### src/inc/phy_status_pkg.sv
// Contract
// - MII mode drives carrier sense high while the medium is busy, low when idle.
// - RMII mode drives one output merging carrier and receive data valid.
// - SNI mode drives carrier sense while busy; controller frames receive bit by it.
// - MII half duplex raises collision when transmit and receive overlap.
// - 10 Mbps MII half duplex with heartbeat pulses collision for about 1 us after transmit ends.
// - Full duplex holds collision low and gives no heartbeat pulse.
// - SNI half duplex raises collision when transmit and receive overlap.
// - MII mode drives the system clock output at 25 MHz from the reference input.
// - RMII mode drives the system clock output at 50 MHz.
package phy_status_pkg;

    localparam int ADDR_W = 12;
    localparam logic [ADDR_W-1:0] ADDR_CTRL = 12'h000;
    localparam logic [ADDR_W-1:0] ADDR_STATUS = 12'h004;

    localparam int CTRL_FULL_DUPLEX_BIT = 0;
    localparam int CTRL_SPEED_100_BIT = 1;
    localparam int CTRL_HEARTBEAT_BIT = 2;
    localparam logic CTRL_FULL_DUPLEX_RST = 1'b0;
    localparam logic CTRL_SPEED_100_RST = 1'b1;
    localparam logic CTRL_HEARTBEAT_RST = 1'b1;

    localparam int STAT_MODE_LSB = 0;
    localparam int STAT_MODE_MSB = 1;
    localparam int STAT_CARRIER_BIT = 2;
    localparam int STAT_COLLISION_BIT = 3;
    localparam int STAT_HEARTBEAT_BIT = 4;
    localparam int STAT_MODE_VALID_BIT = 5;

    localparam int PCLK_PERIOD_NS = 8;
    localparam int HEARTBEAT_NS = 1000;
    localparam int HEARTBEAT_CYCLES = HEARTBEAT_NS / PCLK_PERIOD_NS;
    localparam int HB_CNT_W = 7;

    localparam logic [1:0] STRAP_SETTLE = 2'h3;

    typedef enum logic [1:0] {
        MODE_MII,
        MODE_RMII,
        MODE_SNI
    } if_mode_t;

    typedef struct packed {
        logic full_duplex;
        logic speed_100;
        logic heartbeat_en;
    } ctrl_t;

    typedef struct packed {
        logic ref_clk;
        logic tx_en;
        logic strap_rmii;
        logic strap_sni;
    } pin_in_t;

endpackage

### src/rtl/heartbeat_timer.sv
`timescale 1ns/1ps
module heartbeat_timer
    import phy_status_pkg::*;
(
    input wire logic pclk,
    input wire logic presetn,
    input wire logic start,
    output logic busy
);

    logic [HB_CNT_W-1:0] cnt;
    logic [HB_CNT_W-1:0] next_cnt;

    // One-shot of about 1 us
    always_comb begin
        next_cnt = cnt;
        if (start) begin
            next_cnt = HB_CNT_W'(HEARTBEAT_CYCLES);
        end else if (cnt != '0) begin
            next_cnt = cnt - HB_CNT_W'(1);
        end
    end

    always_ff @(posedge pclk or negedge presetn) begin
        if (!presetn) begin
            cnt <= '0;
        end else begin
            cnt <= next_cnt;
        end
    end

    assign busy = (cnt != '0);
endmodule

### src/rtl/phy_mac_status.sv
`timescale 1ns/1ps
module phy_mac_status
    import phy_status_pkg::*;
(
    input wire logic pclk,
    input wire logic presetn,
    input wire logic [ADDR_W-1:0] paddr,
    input wire logic psel,
    input wire logic penable,
    input wire logic pwrite,
    input wire logic [31:0] pwdata,
    output logic [31:0] prdata,
    output logic pready,
    output logic pslverr,
    input wire logic medium_busy,
    input wire logic rx_data_valid,
    input wire logic tx_enable,
    input wire logic reference_clock_input,
    input wire logic strap_rmii,
    input wire logic strap_sni,
    output logic carrier_sense,
    output logic collision,
    output logic system_clock_output
);

    // Pin synchronisers
    pin_in_t pin_meta;
    pin_in_t pin_sync;

    always_ff @(posedge pclk or negedge presetn) begin
        if (!presetn) begin
            pin_meta <= '0;
            pin_sync <= '0;
        end else begin
            pin_meta <= '{ref_clk: reference_clock_input, tx_en: tx_enable,
                          strap_rmii: strap_rmii, strap_sni: strap_sni};
            pin_sync <= pin_meta;
        end
    end

    // Strap capture after reset release
    if_mode_t mode;
    if_mode_t next_mode;
    logic mode_valid;
    logic next_mode_valid;
    logic [1:0] strap_cnt;
    logic [1:0] next_strap_cnt;

    always_comb begin
        next_mode = mode;
        next_mode_valid = mode_valid;
        next_strap_cnt = strap_cnt;
        if (!mode_valid) begin
            if (strap_cnt == STRAP_SETTLE) begin
                next_mode_valid = 1'b1;
                if (pin_sync.strap_rmii) begin
                    next_mode = MODE_RMII;
                end else if (pin_sync.strap_sni) begin
                    next_mode = MODE_SNI;
                end else begin
                    next_mode = MODE_MII;
                end
            end else begin
                next_strap_cnt = strap_cnt + 2'h1;
            end
        end
    end

    always_ff @(posedge pclk or negedge presetn) begin
        if (!presetn) begin
            mode <= MODE_MII;
            mode_valid <= 1'b0;
            strap_cnt <= '0;
        end else begin
            mode <= next_mode;
            mode_valid <= next_mode_valid;
            strap_cnt <= next_strap_cnt;
        end
    end

    // Register file
    ctrl_t ctrl;
    ctrl_t next_ctrl;
    logic [31:0] next_prdata;
    logic hb_busy;
    logic addr_ok;

    assign addr_ok = (paddr == ADDR_CTRL) || (paddr == ADDR_STATUS);
    assign pready = 1'b1;
    assign pslverr = psel && penable && !addr_ok;

    always_comb begin
        next_ctrl = ctrl;
        next_prdata = prdata;
        if (psel && penable && pwrite && paddr == ADDR_CTRL) begin
            next_ctrl.full_duplex = pwdata[CTRL_FULL_DUPLEX_BIT];
            next_ctrl.speed_100 = pwdata[CTRL_SPEED_100_BIT];
            next_ctrl.heartbeat_en = pwdata[CTRL_HEARTBEAT_BIT];
        end
        if (psel && !penable) begin
            next_prdata = '0;
            if (paddr == ADDR_CTRL) begin
                next_prdata[CTRL_FULL_DUPLEX_BIT] = ctrl.full_duplex;
                next_prdata[CTRL_SPEED_100_BIT] = ctrl.speed_100;
                next_prdata[CTRL_HEARTBEAT_BIT] = ctrl.heartbeat_en;
            end else if (paddr == ADDR_STATUS) begin
                next_prdata[STAT_MODE_MSB:STAT_MODE_LSB] = mode;
                next_prdata[STAT_CARRIER_BIT] = carrier_sense;
                next_prdata[STAT_COLLISION_BIT] = collision;
                next_prdata[STAT_HEARTBEAT_BIT] = hb_busy;
                next_prdata[STAT_MODE_VALID_BIT] = mode_valid;
            end
        end
    end

    always_ff @(posedge pclk or negedge presetn) begin
        if (!presetn) begin
            ctrl <= '{full_duplex: CTRL_FULL_DUPLEX_RST, speed_100: CTRL_SPEED_100_RST,
                      heartbeat_en: CTRL_HEARTBEAT_RST};
            prdata <= '0;
        end else begin
            ctrl <= next_ctrl;
            prdata <= next_prdata;
        end
    end

    // Heartbeat after transmit end
    logic tx_prev;
    logic hb_start;

    assign hb_start = tx_prev && !pin_sync.tx_en && mode == MODE_MII && !ctrl.full_duplex
                      && !ctrl.speed_100 && ctrl.heartbeat_en;

    heartbeat_timer u_heartbeat (
        .pclk(pclk),
        .presetn(presetn),
        .start(hb_start),
        .busy(hb_busy)
    );

    // Carrier, collision and clock output
    logic dv_phase;
    logic next_dv_phase;
    logic next_crs;
    logic next_col;
    logic overlap;

    assign overlap = pin_sync.tx_en && medium_busy;

    always_comb begin
        next_crs = 1'b0;
        next_col = 1'b0;
        next_dv_phase = 1'b0;
        case (mode)
            MODE_MII: begin
                next_crs = medium_busy;
                next_col = !ctrl.full_duplex && (overlap || hb_busy);
            end
            MODE_RMII: begin
                next_dv_phase = !medium_busy && rx_data_valid && !dv_phase;
                next_crs = medium_busy || (rx_data_valid && dv_phase);
                next_col = 1'b0;
            end
            MODE_SNI: begin
                next_crs = medium_busy;
                next_col = !ctrl.full_duplex && overlap;
            end
            default: begin
                next_crs = 1'b0;
                next_col = 1'b0;
            end
        endcase
    end

    always_ff @(posedge pclk or negedge presetn) begin
        if (!presetn) begin
            tx_prev <= 1'b0;
            dv_phase <= 1'b0;
            carrier_sense <= 1'b0;
            collision <= 1'b0;
            system_clock_output <= 1'b0;
        end else begin
            tx_prev <= pin_sync.tx_en;
            dv_phase <= next_dv_phase;
            carrier_sense <= next_crs;
            collision <= next_col;
            system_clock_output <= pin_sync.ref_clk;
        end
    end
endmodule

### config.mk
export PLATFORM = sky130hd
export DESIGN_NAME = phy_mac_status
export DESIGN_NICKNAME = d
export VERILOG_FILES = /design/src/inc/phy_status_pkg.sv /design/src/rtl/heartbeat_timer.sv /design/src/rtl/phy_mac_status.sv
export SDC_FILE = /design/constraint.sdc
export NUM_CORES = 1
export LEC_CHECK = 0
export BUFFER_PORTS_ARGS = -buffer_cell sky130_fd_sc_hd__buf_2
export CAP_MARGIN = 20
export CORE_MARGIN = 1.5
export CORE_UTILIZATION = 39
export CTS_CLUSTER_DIAMETER = 80
export DETAILED_ROUTE_END_ITERATION = 10
export HOLD_SLACK_MARGIN = 0.02
export PLACE_DENSITY_LB_ADDON = 0.05
export REMOVE_ABC_BUFFERS = 1
export SLEW_MARGIN = 0
export SYNTH_ARGS = -nofsm -noshare
export SYNTH_HDL_FRONTEND = slang
export SYNTH_SLANG_ARGS = --single-unit
### constraint.sdc
create_clock -name pclk -period 1.72 [get_ports pclk]
set_clock_uncertainty 0.2 [all_clocks]
set_input_delay 0.172 -clock pclk [delete_from_list [all_inputs] [get_ports pclk]]
set_output_delay 0.172 -clock pclk [all_outputs]
set_load 0.01 [all_outputs]
Word-level counts from Yosys, hierarchy flattened. Index checks and enable logic that the tools add are counted.

Register bits after elaboration: 34. Input bits: 55. Output and inout bits: 37. Logic and storage cells: 74.

Add/sub/neg operators: 2. Equal/unequal tests: 4. Multiplexer cells: 12. Bitwise logic cells: 2. Reductions and logical operators: 33.

Operators by type and width (count): 1-bit logical AND (16); 7-bit 2-to-1 mux (2); 12-bit by 3-bit equality test with 1-bit output (second input constant) (1); 12-bit logical NOT (1); 1-bit logical NOT (7); 7-bit nonzero test (1); 7-bit by 1-bit subtractor with 7-bit output (second input constant) (1); 3-bit 2-to-1 mux (2); 6-bit 2-to-1 mux (1); 2-bit equality test (second input constant) (2); 2-bit 2-to-1 mux (2); 1-bit case mux with 2 select lines (2); 2-bit AND reduction (2); 1-bit logical OR (3); 1-bit 2-to-1 mux (3); 2-bit by 1-bit adder with 2-bit output (second input constant) (1); 2-bit by 1-bit equality test with 1-bit output (second input constant) (1); 2-bit logical NOT (1); 1-bit inverter (2); 2-bit nonzero test (1); 2-bit OR reduction (1).

Longest topological paths before layout.
Word-level depth: 7. Mapped depth: 5. Depth with buffers taken out: 5.

Hierarchy. A second synthesis with hierarchy kept.

Cell total of the unflattened synthesis: 148. Area, all modules: 1677.9 um^2.

Modules (own cells, without submodules): phy_mac_status (instances 1, cells an instance 107, area each 1248.7 um^2, seq. area each 678.2 um^2); heartbeat_timer (instances 1, cells an instance 41, area each 429.2 um^2, seq. area each 175.2 um^2).

Worst setup path before layout. No wires, ideal clock.

Path type: reg-to-reg. Start point: register u_heartbeat.cnt[0]. End point: register u_heartbeat.cnt[3]. Arrival time: 1.442 ns. Path slack: -0.001 ns. Stages on the path, launching flop included: 6. Path buffers: 0. Clock period less this slack: 1.721 ns. Cell sequence: dfrtp_1 -> inv_1 -> ha_1 -> nor2b_1 -> a2111oi_0 -> mux2i_1.

Word-level cells in the longest chain between the ends: 3. Elaborated cells between the ends (all ways): 5.

Ends and longest elaborated chain: from (decl) (line heartbeat_timer.sv:11) `logic [HB_CNT_W-1:0] cnt;`; from (signal assigned) (line heartbeat_timer.sv:28) `cnt <= next_cnt;`; 7-bit by 1-bit subtractor with 7-bit output (line heartbeat_timer.sv:20) `next_cnt = cnt - HB_CNT_W'(1);`; 7-bit 2-to-1 mux (line heartbeat_timer.sv:19) `end else if (cnt != '0) begin`; 7-bit 2-to-1 mux (line heartbeat_timer.sv:17) `if (start) begin`.

Parallel ways exist; a longest one is shown, timed or not. The select of a mux whose other input is x is not followed. A chain may end at the register's enable or synchronous reset.

Worst setup path in the final report.
Start point: register u_heartbeat.cnt[1]. End point: register u_heartbeat.cnt[3].

Same word-level chain as after synthesis.

==> flow_summary.yaml <==
cts:
  cts_buffer_depth: 2
  cts_buffers: 5
  path_clk_slew_ns: 0.08
  tritoncts: "yes"
  clock-sinks: 34
  root_buffer: "clkbuf_8"
  htreeDepth: 2
  worstSkewPairLatency_ns: 0.29
floorplanning:
  die_w_um: 67.5
  die_h_um: 67.5
  dieArea_um2: 4560
  start_util_pct: 40.6
  ioPinCount: 92
  core_um2: 4000
  rows: 23
yosys:
  synth_area_leaders: "dfrtp_1 49%, buf_4 12%, o21ai_0 4.0%, mux2_2 3.5%, dfstp_2 3.2%"
  synth_top_area_share_pct: 49.3
  yosysTopAreaCell: "dfrtp_1"
  synth_common_cells: "32 x dfrtp_1, 27 x buf_4, 13 x o21ai_0"
  netlist_instances: 150
  synth_warnings: 0
  ys_seq_elements: 34
  async_flop_share_pct: 100
  synth_most_common_cell: "dfrtp_1"
  synthesis.area_um2: 1620
  synth_edf_count: 0
  synth.avg_cell_area_um2: 10.8
  synth_cell_type_count: 35
  ys_seq_area_share_pct: 52.5
  synthFlopType: "dfrtp_1"
placement:
  gp_congestion: 0.798
  place_hpwl_mm: 2.38
  port_buffers: 35
  place_area_um2: 1860
flow_run:
  drv_cap: 0
worst_setup_path:
  worstReg2RegStart: "u_heartbeat.cnt[1]$_DFFE_PN0P_"
  worstReg2RegEnd: "u_heartbeat.cnt[3]$_DFFE_PN0P_"
  worstSetupEndpointType: "flop"
  cp.required_ns: 1.73
  path_max_fanout: 4
  arrival_ns: 1.69
  worstSetupStartpointType: "flop"
  rrSetupSlack_ns: 0.04
  setup.worst_path.class: "reg -> reg"
  r2r_cells: 6
drt:
  wl_per_cell_um: 12.1
  drt_iter0_drc: 41
  routed_wl_mm: 3.29
  viasPerCell: 4.66
  ant_nets: 0
  drc: 0
  first_pass_iters: 4
  via_count: 1273
cells_and_area:
  drive_gt1_share_pct: 36.3
  design_area_um2: 2210
  antenna_cells: 0
  nNetsFinal: 280
  area.growth.synth_to_final_pct: 35.8
timing:
  slew_viol_final: 0
  whs_ns: 0.139
  period_share_pct: 97.9
  fin_crit_ns: 1.68
  rsz0062_at_grt: "true"
  setup_viol: 0
  fmax_mhz: 594
  hold_viol_final: 0
power_and_ir_drop:
  p_leak_nw: 1.07
  powerDensity_nw_per_um2: 1140
  peakVddDrop_v: 0.000663
global_routing:
  first_global_vias: 1228
  grt_max_degree: 35
  grt_use_total_pct: 15.5
  grt_pass1_wl_mm: 5.16
  antenna_found_initial: 0
  grt-ovfl-total: 0
min_path:
  whs_path_depth: 4
  min_to: "prdata[3]$_DFFE_PN0P_"
  hold_class: "in -> reg"
  hold_start: "psel"
outcome:
  outcome: "finished, final reports clean"
[metal layers]
layer  track usage (%)  routed length [µm]  up-vias
met5                 0                   0        -
met4              6.12                  31        0
met2              28.3                1640       61
met3              4.50                 268        4
li1                  -                   -      613
met1              16.6                1360      595
[cell usage in the layout, fill, tap and decap left out, drive strengths merged]
cell          instances
a2111o                1
nor4                  3
ha                    3
or4                   2
nand2                12
a21boi                2
nor3                  3
xor2                  1
inv                   4
or3                   1
conb                 27
mux2                  5
and3                  1
mux2i                 5
a31oi                 2
clkbuf                5
o21ai                13
dlymetal6s4s          1
a2111oi               1
dfstp                 2
or3b                  1
nor3b                 2
nand3                 3
a211oi                2
clkinvlp              2
and4b                 1
nor4b                 1
nand2b                3
bufinv                1
buf                  57
dlygate4sd3          11
nor2b                 3
nand3b                1
dfrtp                32
nand4                 2
nor2                  2
o211ai                1
a21oi                 4
[flip-flops by register name, summed over array words and instances (netlist names), 2 cells and up]
name and cells:
u_heartbeat.cnt 7, prdata 6, pin_meta 4, pin_sync 4, ctrl 3, mode 2, strap_cnt 2
[critical path, cell delays in order, from the launching register on]
cell	delay, ns
dfrtp_1	0.35
inv_1	0.06
ha_2	0.20
nor2b_4	0.14
a2111oi_4	0.33
buf_4	0.16
mux2i_1	0.16
[final cells by class]
| type | count | area, µm² |
|---|---|---|
| sequential | 34 | 855 |
| fill | 357 | 1790 |
| inverter | 4 | 15.0 |
| clock buffer | 5 | 68.8 |
| multi-input combinational | 108 | 691 |
| tap | 50 | 62.6 |
| clock inverter | 3 | 45.0 |
| timing repair buffer | 69 | 469 |
[per-stage QoR]
stage / TNS [ns] / setup slack, ns / std cells / utilization (%) / total power, mW
floorplan: -0.00136 / -0.00136 / 146 / - / 1.31
global placement: -0.174 / -0.101 / 247 / 46.6 / 1.58
detailed placement: -0.321 / -0.135 / 247 / 46.6 / 1.60
CTS: 0 / 0.00539 / 267 / 52.9 / 2.41
global route: -0.0507 / -0.0430 / 273 / 55.1 / 2.67
finish: 0 / 0.0354 / 273 / 55.1 / 2.51
[timing repair]
action / 4_1_cts / 5_1_grt
hold buffers: 12 / 0
setup endpoints to repair: 7 / 9
setup buffers: 0 / 6
pin swaps: 2 / 3
resized for setup: 5 / 15
endpoints found under the hold margin: 44 / 0
[logic make-up after synthesis]
group | synth area share, %
and+or+nand+nor | 14.1
AOI/OAI and AO/OA | 9.55
xor gates and xnor gates | 0.539
adders and majority gates | 2.31
other | 0.462
buffers and inverters | 13.9
DFF | 52.5
muxes | 6.55
[power by group]
part	total [mW]	switching (mW)	internal (mW)
clock network	0.735	0.304	0.431
registers	1.02	0.117	0.906
logic	0.754	0.343	0.412
total	2.51	0.764	1.75
[worst max path at each step]
stage,from,to,cells after the start,slack [ns]
after detailed placement,u_heartbeat.cnt[0]$_DFFE_PN0P_,u_heartbeat.cnt[3]$_DFFE_PN0P_,6,-0.13
after global placement,u_heartbeat.cnt[0]$_DFFE_PN0P_,u_heartbeat.cnt[3]$_DFFE_PN0P_,6,-0.10
after CTS,u_heartbeat.cnt[0]$_DFFE_PN0P_,u_heartbeat.cnt[3]$_DFFE_PN0P_,6,0.005
after global routing,u_heartbeat.cnt[1]$_DFFE_PN0P_,u_heartbeat.cnt[3]$_DFFE_PN0P_,6,-0.04
after floorplan,u_heartbeat.cnt[0]$_DFFE_PN0P_,u_heartbeat.cnt[3]$_DFFE_PN0P_,5,-0.001
final,u_heartbeat.cnt[1]$_DFFE_PN0P_,u_heartbeat.cnt[3]$_DFFE_PN0P_,6,0.04
Power figures use the tool's default switching activity.
